## config.mk

```make
export PLATFORM = sky130hd
export DESIGN_NAME = ect_timer
export DESIGN_NICKNAME = d
export VERILOG_FILES = /design/src/logic/ect_pkg.sv /design/src/logic/ect_tick_if.sv /design/src/logic/ect_timer.sv /design/src/logic/ect_prescale.sv
export VERILOG_INCLUDE_DIRS = /design/src /design/src/logic
export SDC_FILE = /design/constraint.sdc
export NUM_CORES = 1
export LEC_CHECK = 0
export BUFFER_PORTS_ARGS = -buffer_cell sky130_fd_sc_hd__buf_4
export CAP_MARGIN = 10
export CORE_MARGIN = 5
export CORE_UTILIZATION = 45
export DETAILED_ROUTE_END_ITERATION = 7
export GPL_TIMING_DRIVEN = 0
export PLACE_DENSITY = 0.65
export SLEW_MARGIN = 20
export SYNTH_ARGS = -nofsm -noshare
export SYNTH_HDL_FRONTEND = slang
export SYNTH_SLANG_ARGS = --single-unit
```

## constraint.sdc

```tcl
create_clock -name i_clk -period 3 [get_ports i_clk]
set_input_delay 0.45 -clock i_clk [delete_from_list [all_inputs] [get_ports i_clk]]
set_output_delay 0.45 -clock i_clk [all_outputs]
set_load 0.02 [all_outputs]
```

## src/logic/ect_defs.svh

```systemverilog
`ifndef ECT_DEFS_SVH
`define ECT_DEFS_SVH

// register indices; the byte address is four times the index
`define ECT_IDX_CR2 7'h3c
`define ECT_IDX_CR1 7'h3d
`define ECT_IDX_CSR 7'h3e
`define ECT_IDX_IC1 7'h3f
`define ECT_IDX_OC1 7'h40
`define ECT_IDX_CTR 7'h41
`define ECT_IDX_ALTERNATE_COUNTER_VALUE 7'h42
`define ECT_IDX_IC2 7'h43
`define ECT_IDX_OC2 7'h44

// timer_control_one fields
`define ECT_B_CAP_IE 7
`define ECT_B_CMP_IE 6
`define ECT_B_OVF_IE 5
`define ECT_B_FORCE2 4
`define ECT_B_FORCE1 3
`define ECT_B_LVL2 2
`define ECT_B_EDGE1 1
`define ECT_B_LVL1 0

// timer_control_two fields
`define ECT_B_PIN1_EN 7
`define ECT_B_PIN2_EN 6
`define ECT_B_ONE_PULSE 5
`define ECT_B_PWM 4
`define ECT_B_CSEL_HI 3
`define ECT_B_CSEL_LO 2
`define ECT_B_EDGE2 1
`define ECT_CR2_WMASK 8'hfe

// timer_flags_and_disable fields
`define ECT_B_FREEZE 2

// flag vector positions {cap1, cmp1, ovf, cap2, cmp2}
`define ECT_F_CAP1 4
`define ECT_F_CMP1 3
`define ECT_F_OVF 2
`define ECT_F_CAP2 1
`define ECT_F_CMP2 0

// reset and load values
`define ECT_CR_RST 8'h00
`define ECT_CNT_RST 8'hfc
`define ECT_CNT_TOP 8'hff
`define ECT_FLAGS_RST 5'h00

// prescaler divide ratios, stored as terminal count
`define ECT_CSEL_DIV4 2'h0
`define ECT_CSEL_DIV2 2'h1
`define ECT_CSEL_DIV8 2'h2
`define ECT_CSEL_OSC 2'h3
`define ECT_DIV4_TC 3'h3
`define ECT_DIV2_TC 3'h1
`define ECT_DIV8_TC 3'h7
`define ECT_OSC_DIV 8000

`endif

```

## src/logic/ect_pkg.sv

```systemverilog
package ect_pkg;
  // operating mode, one-hot
  typedef enum logic [2:0] {
    ECT_MODE_NORMAL = 3'b001,
    ECT_MODE_PULSE = 3'b010,
    ECT_MODE_PWM = 3'b100
  } ect_mode_t;
  typedef logic [7:0] ect_byte_t;
endpackage : ect_pkg

```

## src/logic/ect_tick_if.sv

```systemverilog
`timescale 1ns/1ns
interface ect_tick_if;
  logic [1:0] clock_select; // prescaler source select
  logic timer_freeze; // holds the prescaler
  logic tick; // one-cycle counting pulse
  modport timer (output clock_select, output timer_freeze, input tick);
  modport presc (input clock_select, input timer_freeze, output tick);
endinterface : ect_tick_if

```

## src/logic/ect_timer.sv

```systemverilog
// Function
// - all events share one masked interrupt
// - capture enable gates capture flag interrupts
// - compare enable gates compare flag interrupts
// - overflow enable gates overflow flag interrupt
// - force two drives level two pin
// - force one drives level one pin
// - compare two match copies level two in normal mode
// - edge one selects capture one edge
// - compare one match copies level one
// - pin one enable routes output and gates force one
// - pin two enable routes output and gates force two
// - single pulse triggered by capture pin
// - pwm: compare one width, two period
// - clock select picks prescale ratio
// - edge two selects capture two edge
// - capture one flag set, two-step clear
// - compare one flag set, two-step clear
// - overflow flag on wrap, counter clears
// - capture two flag set, two-step clear
// - compare two flag set, two-step clear
// - freeze stops counting, disables outputs
// - counter reads live, write reloads
//
// The register offsets and the Avalon-MM slave port were decided locally.
`timescale 1ns/1ns
`include "ect_defs.svh"
module ect_timer
  import ect_pkg::*;
#(
  parameter int OSC_DIV = `ECT_OSC_DIV
) (
  input wire logic i_clk, // cpu clock, 25 MHz
  input wire logic i_rst_n, // async reset, active low
  input wire logic [8:0] i_avs_address, // byte address
  input wire logic i_avs_read, // read request
  input wire logic i_avs_write, // write request
  input wire logic [31:0] i_avs_writedata, // write data, low byte used
  output logic [31:0] o_avs_readdata, // read data
  output logic o_avs_waitrequest, // high until answered
  input wire logic i_osc_tick, // oscillator-derived clock enable
  input wire logic i_first_capture_pin, // capture input one
  input wire logic i_second_capture_pin, // capture input two
  input wire logic i_irq_masked, // cpu interrupt mask set
  output logic o_irq, // timer interrupt request
  output logic o_first_compare_pin, // compare output one
  output logic o_first_compare_pin_oe, // compare one drives pin
  output logic o_second_compare_pin, // compare output two
  output logic o_second_compare_pin_oe // compare two drives pin
);
  // register index decode, used for every access
  function automatic logic is_idx(input logic [8:0] addr, input logic [6:0] idx);
    is_idx = (addr[8:2] == idx) && (addr[1:0] == 2'h0);
  endfunction : is_idx

  ect_tick_if tk ();

  // software registers
  ect_byte_t ctl_one_r; // timer_control_one
  ect_byte_t ctl_two_r; // timer_control_two
  logic freeze_r; // timer_freeze
  ect_byte_t cap1_r; // first_capture_value
  ect_byte_t cap2_r; // second_capture_value
  ect_byte_t cmp1_r; // first_compare_value
  ect_byte_t cmp2_r; // second_compare_value
  ect_byte_t cmp1_act_r; // compare one in use (pwm buffered)
  ect_byte_t cmp2_act_r; // compare two in use (pwm buffered)
  ect_byte_t cnt_r; // counter_value
  ect_byte_t cnt_nxt;
  logic [4:0] flags_r; // event flags
  logic [4:0] flags_nxt;
  logic [4:0] arm_r; // flags seen by a status read
  logic [4:0] arm_nxt;
  logic upd_r; // tick seen last cycle
  logic cap1_pin_r; // previous capture pin one
  logic cap2_pin_r; // previous capture pin two
  logic lvl1_r; // first pin level
  logic lvl1_nxt;
  logic lvl2_r; // second pin level
  logic lvl2_nxt;

  // bus and output flops
  logic wait_r; // waitrequest
  logic [31:0] rdata_r; // read data
  logic irq_r; // interrupt request
  logic oe1_r; // pin one enable
  logic oe2_r; // pin two enable

  // bus decode
  logic go; // access taken this cycle
  logic wr; // write taken
  logic rd; // read taken
  logic wr_ctl1, wr_ctl2, wr_csr, wr_cmp1, wr_cmp2, wr_cnt;
  logic rd_csr;
  logic acc_cap1, acc_cap2, acc_cmp1, acc_cmp2, acc_ctr;
  ect_byte_t rd_mux; // selected read byte
  ect_byte_t wbyte; // low write byte

  assign go = (i_avs_read | i_avs_write) & wait_r;
  assign wr = go & i_avs_write;
  assign rd = go & i_avs_read;
  assign wbyte = i_avs_writedata[7:0];
  assign wr_ctl1 = wr & is_idx(i_avs_address, `ECT_IDX_CR1);
  assign wr_ctl2 = wr & is_idx(i_avs_address, `ECT_IDX_CR2);
  assign wr_csr = wr & is_idx(i_avs_address, `ECT_IDX_CSR);
  assign wr_cmp1 = wr & is_idx(i_avs_address, `ECT_IDX_OC1);
  assign wr_cmp2 = wr & is_idx(i_avs_address, `ECT_IDX_OC2);
  assign wr_cnt = wr & (is_idx(i_avs_address, `ECT_IDX_CTR) |
                        is_idx(i_avs_address, `ECT_IDX_ALTERNATE_COUNTER_VALUE));
  assign rd_csr = rd & is_idx(i_avs_address, `ECT_IDX_CSR);
  // accesses that finish a two-step clear; the alternate counter never does
  assign acc_cap1 = go & is_idx(i_avs_address, `ECT_IDX_IC1);
  assign acc_cap2 = go & is_idx(i_avs_address, `ECT_IDX_IC2);
  assign acc_cmp1 = go & is_idx(i_avs_address, `ECT_IDX_OC1);
  assign acc_cmp2 = go & is_idx(i_avs_address, `ECT_IDX_OC2);
  assign acc_ctr = go & is_idx(i_avs_address, `ECT_IDX_CTR);

  // read multiplexer; unmapped reads return zero
  assign rd_mux =
    is_idx(i_avs_address, `ECT_IDX_CR2) ? (ctl_two_r & `ECT_CR2_WMASK) :
    is_idx(i_avs_address, `ECT_IDX_CR1) ? ctl_one_r :
    is_idx(i_avs_address, `ECT_IDX_CSR) ? {flags_r, freeze_r, 2'h0} :
    is_idx(i_avs_address, `ECT_IDX_IC1) ? cap1_r :
    is_idx(i_avs_address, `ECT_IDX_OC1) ? cmp1_r :
    (is_idx(i_avs_address, `ECT_IDX_CTR) |
     is_idx(i_avs_address, `ECT_IDX_ALTERNATE_COUNTER_VALUE)) ? cnt_r :
    is_idx(i_avs_address, `ECT_IDX_IC2) ? cap2_r :
    is_idx(i_avs_address, `ECT_IDX_OC2) ? cmp2_r : 8'h00;

  // mode decode; pwm wins when both mode bits are set
  ect_mode_t mode;
  logic pwm, pulse, run;
  assign pwm = ctl_two_r[`ECT_B_PWM];
  assign pulse = ctl_two_r[`ECT_B_ONE_PULSE] & ~pwm;
  assign mode = pwm ? ECT_MODE_PWM : (pulse ? ECT_MODE_PULSE : ECT_MODE_NORMAL);
  assign run = ~freeze_r;

  // prescaler link
  assign tk.clock_select = ctl_two_r[`ECT_B_CSEL_HI:`ECT_B_CSEL_LO];
  assign tk.timer_freeze = freeze_r;

  ect_prescale #(
    .OSC_DIV(OSC_DIV)
  ) u_presc (
    .i_clk(i_clk),
    .i_rst_n(i_rst_n),
    .i_osc_tick(i_osc_tick),
    .tk(tk.presc)
  );

  // counter events
  logic tick, ovf, m1, m2, e1, e2, cap1_ev;
  assign tick = tk.tick & run;
  assign ovf = tick & (cnt_r == `ECT_CNT_TOP);
  assign m1 = upd_r & run & (cnt_r == cmp1_act_r);
  assign m2 = upd_r & run & (cnt_r == cmp2_act_r);
  assign e1 = run & (ctl_one_r[`ECT_B_EDGE1] ? (i_first_capture_pin & ~cap1_pin_r) :
                     (~i_first_capture_pin & cap1_pin_r));
  assign e2 = run & (ctl_two_r[`ECT_B_EDGE2] ? (i_second_capture_pin & ~cap2_pin_r) :
                     (~i_second_capture_pin & cap2_pin_r));
  assign cap1_ev = e1 & (mode != ECT_MODE_PWM); // pin one is cut off in pwm

  // next counter: write, mode reload, tick
  always_comb begin
    cnt_nxt = cnt_r;
    if (wr_cnt) begin
      cnt_nxt = `ECT_CNT_RST;
    end else if ((pulse & e1) | (pwm & m2)) begin
      cnt_nxt = `ECT_CNT_RST;
    end else if (tick) begin
      cnt_nxt = cnt_r + 8'h01;
    end
  end

  // flag set and two-step clear; a set in the clearing cycle wins
  logic [4:0] set_v, clr_v;
  assign set_v[`ECT_F_CAP1] = cap1_ev | (pwm & m2);
  assign set_v[`ECT_F_CMP1] = m1 & (mode == ECT_MODE_NORMAL);
  assign set_v[`ECT_F_OVF] = ovf;
  assign set_v[`ECT_F_CAP2] = e2;
  assign set_v[`ECT_F_CMP2] = m2 & ~pwm;
  assign clr_v[`ECT_F_CAP1] = acc_cap1 & arm_r[`ECT_F_CAP1];
  assign clr_v[`ECT_F_CMP1] = acc_cmp1 & arm_r[`ECT_F_CMP1];
  assign clr_v[`ECT_F_OVF] = acc_ctr & arm_r[`ECT_F_OVF];
  assign clr_v[`ECT_F_CAP2] = acc_cap2 & arm_r[`ECT_F_CAP2];
  assign clr_v[`ECT_F_CMP2] = acc_cmp2 & arm_r[`ECT_F_CMP2];
  assign flags_nxt = set_v | (flags_r & ~clr_v);
  assign arm_nxt = rd_csr ? flags_r : (arm_r & ~clr_v);

  // pin levels; compare logic runs whether or not pins are enabled
  logic force1, force2;
  assign force1 = ctl_one_r[`ECT_B_FORCE1] & ctl_two_r[`ECT_B_PIN1_EN];
  assign force2 = ctl_one_r[`ECT_B_FORCE2] & ctl_two_r[`ECT_B_PIN2_EN];
  always_comb begin
    lvl1_nxt = lvl1_r;
    if (force1) begin
      lvl1_nxt = ctl_one_r[`ECT_B_LVL1];
    end else if ((pulse & e1) | (pwm & m2)) begin
      lvl1_nxt = ctl_one_r[`ECT_B_LVL2];
    end else if (m1) begin
      lvl1_nxt = ctl_one_r[`ECT_B_LVL1];
    end
  end
  always_comb begin
    lvl2_nxt = lvl2_r;
    if (force2) begin
      lvl2_nxt = ctl_one_r[`ECT_B_LVL2];
    end else if (m2 & (mode == ECT_MODE_NORMAL)) begin
      lvl2_nxt = ctl_one_r[`ECT_B_LVL2];
    end
  end

  // interrupt source, one request for every event
  logic irq_nxt;
  assign irq_nxt = ~i_irq_masked & (
    (ctl_one_r[`ECT_B_CAP_IE] & (flags_r[`ECT_F_CAP1] | flags_r[`ECT_F_CAP2])) |
    (ctl_one_r[`ECT_B_CMP_IE] & (flags_r[`ECT_F_CMP1] | flags_r[`ECT_F_CMP2])) |
    (ctl_one_r[`ECT_B_OVF_IE] & flags_r[`ECT_F_OVF]));

  // bus slave: one wait cycle, then the answer
  always_ff @(posedge i_clk or negedge i_rst_n) begin
    if (!i_rst_n) begin
      wait_r <= 1'b1;
      rdata_r <= 32'h0000_0000;
    end else begin
      wait_r <= ~go;
      rdata_r <= rd ? {24'h00_0000, rd_mux} : 32'h0000_0000;
    end
  end

  // control registers; bit zero of control two is kept clear
  always_ff @(posedge i_clk or negedge i_rst_n) begin
    if (!i_rst_n) begin
      ctl_one_r <= `ECT_CR_RST;
      ctl_two_r <= `ECT_CR_RST;
      freeze_r <= 1'b0;
      cmp1_r <= `ECT_CR_RST;
      cmp2_r <= `ECT_CR_RST;
    end else begin
      if (wr_ctl1) ctl_one_r <= wbyte;
      if (wr_ctl2) ctl_two_r <= wbyte & `ECT_CR2_WMASK;
      if (wr_csr) freeze_r <= wbyte[`ECT_B_FREEZE];
      if (wr_cmp1) cmp1_r <= wbyte;
      if (wr_cmp2) cmp2_r <= wbyte;
    end
  end

  // compare values in use; pwm takes new values at period end
  always_ff @(posedge i_clk or negedge i_rst_n) begin
    if (!i_rst_n) begin
      cmp1_act_r <= `ECT_CR_RST;
      cmp2_act_r <= `ECT_CR_RST;
    end else if (~pwm | m2) begin
      cmp1_act_r <= cmp1_r;
      cmp2_act_r <= cmp2_r;
    end
  end

  // counter, flags and capture registers
  always_ff @(posedge i_clk or negedge i_rst_n) begin
    if (!i_rst_n) begin
      cnt_r <= `ECT_CNT_RST;
      upd_r <= 1'b0;
      flags_r <= `ECT_FLAGS_RST;
      arm_r <= `ECT_FLAGS_RST;
      cap1_r <= `ECT_CR_RST;
      cap2_r <= `ECT_CR_RST;
    end else begin
      cnt_r <= cnt_nxt;
      upd_r <= tick;
      flags_r <= flags_nxt;
      arm_r <= arm_nxt;
      if (cap1_ev) cap1_r <= cnt_r;
      if (e2) cap2_r <= cnt_r;
    end
  end

  // pin history, levels and registered outputs
  always_ff @(posedge i_clk or negedge i_rst_n) begin
    if (!i_rst_n) begin
      cap1_pin_r <= 1'b0;
      cap2_pin_r <= 1'b0;
      lvl1_r <= 1'b0;
      lvl2_r <= 1'b0;
      oe1_r <= 1'b0;
      oe2_r <= 1'b0;
      irq_r <= 1'b0;
    end else begin
      cap1_pin_r <= i_first_capture_pin;
      cap2_pin_r <= i_second_capture_pin;
      lvl1_r <= lvl1_nxt;
      lvl2_r <= lvl2_nxt;
      oe1_r <= ctl_two_r[`ECT_B_PIN1_EN] & run;
      oe2_r <= ctl_two_r[`ECT_B_PIN2_EN] & run;
      irq_r <= irq_nxt;
    end
  end

  assign o_avs_waitrequest = wait_r;
  assign o_avs_readdata = rdata_r;
  assign o_irq = irq_r;
  assign o_first_compare_pin = lvl1_r;
  assign o_first_compare_pin_oe = oe1_r;
  assign o_second_compare_pin = lvl2_r;
  assign o_second_compare_pin_oe = oe2_r;

  // checks
  property p_irq_mask;
    @(posedge i_clk) disable iff (!i_rst_n)
    $rose(o_irq) |-> $past(~i_irq_masked);
  endproperty
  a_irq_mask: assert property (p_irq_mask) else $error("irq while masked");

  property p_irq_cap;
    @(posedge i_clk) disable iff (!i_rst_n)
    (ctl_one_r[`ECT_B_CAP_IE] && flags_r[`ECT_F_CAP2] && !i_irq_masked) |=> o_irq;
  endproperty
  a_irq_cap: assert property (p_irq_cap) else $error("capture irq missing");

  property p_irq_ovf_off;
    @(posedge i_clk) disable iff (!i_rst_n)
    (!ctl_one_r[`ECT_B_OVF_IE] && !ctl_one_r[`ECT_B_CAP_IE] &&
     !ctl_one_r[`ECT_B_CMP_IE]) |=> !o_irq;
  endproperty
  a_irq_ovf_off: assert property (p_irq_ovf_off) else $error("irq with enables off");

  property p_wrap;
    @(posedge i_clk) disable iff (!i_rst_n)
    (tick && !wr_cnt && !(pulse && e1) && !(pwm && m2) && cnt_r == `ECT_CNT_TOP)
      |=> (cnt_r == 8'h00) && flags_r[`ECT_F_OVF];
  endproperty
  a_wrap: assert property (p_wrap) else $error("overflow not flagged");

  property p_cap2;
    @(posedge i_clk) disable iff (!i_rst_n)
    e2 |=> (cap2_r == $past(cnt_r)) && flags_r[`ECT_F_CAP2];
  endproperty
  a_cap2: assert property (p_cap2) else $error("capture two lost");

  property p_freeze;
    @(posedge i_clk) disable iff (!i_rst_n)
    (freeze_r && !wr_cnt) |=> $stable(cnt_r) ##1 (!o_first_compare_pin_oe || !freeze_r);
  endproperty
  a_freeze: assert property (p_freeze) else $error("frozen timer moved");

  property p_force2;
    @(posedge i_clk) disable iff (!i_rst_n)
    force2 |=> o_second_compare_pin == $past(ctl_one_r[`ECT_B_LVL2]);
  endproperty
  a_force2: assert property (p_force2) else $error("force two ignored");

  property p_cnt_write;
    @(posedge i_clk) disable iff (!i_rst_n)
    wr_cnt |=> (cnt_r == `ECT_CNT_RST) && !o_avs_waitrequest;
  endproperty
  a_cnt_write: assert property (p_cnt_write) else $error("counter not reloaded");

  property p_bus_answer;
    @(posedge i_clk) disable iff (!i_rst_n)
    go |=> !o_avs_waitrequest ##1 o_avs_waitrequest;
  endproperty
  a_bus_answer: assert property (p_bus_answer) else $error("bus answer late");
endmodule : ect_timer

```

## src/logic/ect_prescale.sv

```systemverilog
`timescale 1ns/1ns
`include "ect_defs.svh"
module ect_prescale
  import ect_pkg::*;
#(
  parameter int OSC_DIV = `ECT_OSC_DIV
) (
  input wire logic i_clk, // cpu clock
  input wire logic i_rst_n, // async reset, active low
  input wire logic i_osc_tick, // oscillator-derived clock enable
  ect_tick_if.presc tk // select, freeze and tick
);
  localparam int CW = $clog2(OSC_DIV);

  // the osc divider must at least cover the widest cpu ratio
  if (OSC_DIV < 8) begin : g_chk
    $error("ect_prescale: OSC_DIV below 8");
  end

  logic [CW-1:0] div_r; // divider count
  logic [CW-1:0] div_nxt;
  logic tick_r; // registered tick
  logic [CW-1:0] tc; // terminal count of the chosen ratio
  logic step; // divider advances this cycle
  logic wrap; // divider reached its terminal count

  // ratio and step source from the clock select
  assign tc = (tk.clock_select == `ECT_CSEL_DIV4) ? CW'(`ECT_DIV4_TC) :
              (tk.clock_select == `ECT_CSEL_DIV2) ? CW'(`ECT_DIV2_TC) :
              (tk.clock_select == `ECT_CSEL_DIV8) ? CW'(`ECT_DIV8_TC) :
              CW'(OSC_DIV - 1);
  assign step = ~tk.timer_freeze &
                ((tk.clock_select != `ECT_CSEL_OSC) | i_osc_tick);
  assign wrap = step & (div_r >= tc);
  assign div_nxt = wrap ? '0 : (step ? div_r + CW'(1) : div_r);
  assign tk.tick = tick_r;

  // divider and tick flops
  always_ff @(posedge i_clk or negedge i_rst_n) begin
    if (!i_rst_n) begin
      div_r <= '0;
      tick_r <= 1'b0;
    end else begin
      div_r <= div_nxt;
      tick_r <= wrap;
    end
  end
endmodule : ect_prescale

```

==> impl_metrics.json <==
{
  "power_leakage_uw": 0.00330,
  "grt_usage": 0.196,
  "ctsResizeCount": 0,
  "grt_pass1_vias": 4466,
  "synth_area_um2": 5950,
  "dp.cells": 785,
  "ys_ff_latch": 113,
  "ys.flop_type": "dfrtp_1",
  "cts_setup_buffers": 0,
  "wl_met2_um": 7190,
  "hold_buffers": 0,
  "vias_per_cell": 5.49,
  "routed-wl-met3_um": 848,
  "initial_core_util": 0.455,
  "drt_iter0_drc": 401,
  "final_layout_size_suffix_gt1_frac": 0.321,
  "max_cap_violations": 0,
  "hold_viol": 0,
  "r2r_start": "ctl_two_r[3]",
  "fin_crit_sh": 0.865,
  "wl_met1_um": 6310,
  "synth.most_common_cell": "dfrtp_1",
  "path_class": "reg -> reg",
  "slew_violations": 0,
  "antenna_found_initial": 0,
  "setup_tns_ns": 0,
  "synthTopCellsByCount": "dfrtp_1, mux2_2, nand2_1",
  "synth_area_leaders": "dfrtp_1, mux2_2, nand2_1, buf_4, o21ai_0",
  "synth.top_cell.area_share": 0.446,
  "ioPinCount": 87,
  "die_x_um": 125,
  "max-slew-margin-rel": 0.400,
  "clock_path_buffers": 2,
  "gp_congestion": 0.910,
  "ant_nets": 0,
  "synth_top_area_cell": "dfrtp_1",
  "cp-startpoint": "ctl_two_r[3]",
  "critical_path.top_delay_family": "compound AO/OA/AOI/OAI gates",
  "clk_pin_slew_ns": 0.05,
  "fp-row-count": 42,
  "synth.distinct_cells": 61,
  "setup_viol": 0,
  "ys_seq_area_frac": 0.477,
  "die_area_um2": 15600,
  "worst_pin_slew_ns": 0.901,
  "synth_cells": 549,
  "diodes": 0,
  "grt_pass1_wl_um": 24200,
  "critPathSlowestCell": "dfrtp_1",
  "crit_fanout": 10,
  "area_delta_synth_final_pct": 20.4,
  "async_reset_ff_frac": 1.00,
  "cp_data_required_time_ns": 3.35,
  "core_um2": 13100,
  "fin_hold_ws_ns": 0.136,
  "cts_inserted_buffers": 17,
  "timing.critical_path.from_type": "flip-flop",
  "die_h_um": 125,
  "cts_htree_levels": 4,
  "r2r_slack_ns": 0.41,
  "grt_max_degree": 114,
  "portBuffers": 37,
  "cts.sinks": 113,
  "wl_per_cell_um": 18.2,
  "outcome": "complete, no violations",
  "wirelength_um": 14800,
  "hp-class": "in -> async",
  "arrival_ns": 2.94,
  "fin_cells": 817,
  "synth.avg_cell_area_um2": 10.8,
  "synth-edff-count": 0,
  "max_stage_delay_ns": 0.44,
  "rsz0062_at_grt": "no",
  "period_minus_slack_ns": 2.59,
  "fin_nets": 689,
  "drc": 0,
  "max_freq_mhz": 385,
  "cts_root_buf": "clkbuf_16",
  "clock_latency_ns": 0.42,
  "overflow": 0,
  "cts_tree": "built",
  "path_buf_inv": 1,
  "endpoint_kind": "flip-flop",
  "p_per_area_nw_per_um2": 574,
  "crit_chain": "nand2_1 > ha_1 > a21oi_1 > o221ai_1 > a2111oi_2 > o21ai_2 > and2_4 > buf_6 > nor3_2",
  "yosys_warnings": 0,
  "drtPass1Iterations": 5,
  "vias": 4488,
  "dp_hpwl_um": 10700,
  "fin_skew_ns": 0.00862,
  "vdd_drop_max_mv": 0.356,
  "highest_layer": "met4"
}
state kept, by name (all words and copies together) (netlist names):
| signal | count |
|---|---|
| o_avs_readdata | 8 |
| cmp1_act_r | 8 |
| cmp2_r | 8 |
| ctl_two_r | 7 |
| u_presc.tk.tick | 1 |
| ctl_one_r | 8 |
| cap1_pin_r | 1 |
| cmp1_r | 8 |
| o_second_compare_pin | 1 |
| upd_r | 1 |
| o_first_compare_pin_oe | 1 |
| cmp2_act_r | 8 |
| cap1_r | 8 |
| u_presc.div_r | 13 |
| o_first_compare_pin | 1 |
| flags_r | 5 |
| arm_r | 5 |
| cap2_pin_r | 1 |
| o_avs_waitrequest | 1 |
| cnt_r | 8 |
| o_irq | 1 |
| o_second_compare_pin_oe | 1 |
| freeze_r | 1 |
| cap2_r | 8 |
layout by cell type (no fill, tap or decap), types with 9 or more instances in the layout:
cell | netlist | routed
buf_2 | 10 | 10
o21ai_0 | 37 | 37
a22oi_1 | 13 | 13
a21oi_1 | 17 | 17
nand2_1 | 58 | 58
nor2_1 | 18 | 18
nor2b_1 | 9 | 9
mux2_2 | 73 | 73
conb_1 | 1 | 24
dfrtp_1 | 106 | 106
inv_1 | 14 | 14
buf_4 | 26 | 62
xor2_1 | 13 | 13
nor3_1 | 9 | 9
ha_1 | 12 | 12
clkbuf_16 | 0 | 17
nand3_1 | 19 | 19
xnor2_1 | 12 | 12
area by class of cell:
| class | instances | area (µm²) |
|---|---|---|
| multi-input combinational | 399 | 2840 |
| sequential | 113 | 2840 |
| timing repair buffer | 37 | 284 |
| tap | 176 | 220 |
| inverter | 14 | 52.6 |
| clock buffer | 21 | 460 |
| clock inverter | 11 | 160 |
| buffer | 46 | 307 |
| fill | 1130 | 5920 |
per-stage QoR:
stage	setup WS, ns	total power, µW	utilization	instance area [µm²]
global route	0.231	4270	0.547	7160
detailed placement	0.422	2030	0.500	6540
floorplan	0.811	1890	-	6040
finish	0.406	4110	0.547	7160
global placement	0.483	2020	0.499	6540
CTS	0.429	4150	0.547	7160
worst register-to-register path: stages, from the launching register on:
cell       delay, ns
dfrtp_1         0.44
nand2_1         0.29
ha_1            0.41
a21oi_1         0.14
o221ai_1        0.16
a2111oi_2       0.42
o21ai_2         0.19
and2_4          0.20
buf_6           0.12
nor3_2          0.17
metal layers:
layer  track usage  vias up
li1              -     2077
met1         0.249     2220
met2         0.319      149
met3        0.0465       42
met4        0.0867        0
met5             0        -
kinds of logic after synthesis:
| group | after synthesis | share of synthesized area |
|---|---|---|
| flip-flops | 113 | 0.477 |
| multiplexers | 79 | 0.150 |
| adder cells (fa/ha/maj) | 12 | 0.0252 |
| AO/OA/AOI/OAI | 104 | 0.111 |
| XOR/XNOR | 25 | 0.0368 |
| AND/OR/NAND/NOR | 155 | 0.139 |
| other | 1 | 0.000630 |
| buffers and inverters | 60 | 0.0603 |
where the power goes:
group / total (µW) / internal [µW] / switching, µW
Sequential: 1660 / 1600 / 65.2
Clock: 2110 / 1420 / 686
Combinational: 342 / 151 / 191
final timing paths:
| check | to | cells after the start |
|---|---|---|
| max | u_presc.div_r[6] | 9 |
| min | cap2_r[2] | 1 |
| min reg2reg | cap2_r[5] | 1 |
| min in group i_clk | cap2_pin_r | 1 |
| max in group asynchronous | o_avs_readdata[3] | 1 |
| max reg2reg | u_presc.div_r[6] | 9 |
No activity file was read; power rests on OpenSTA's default activity.
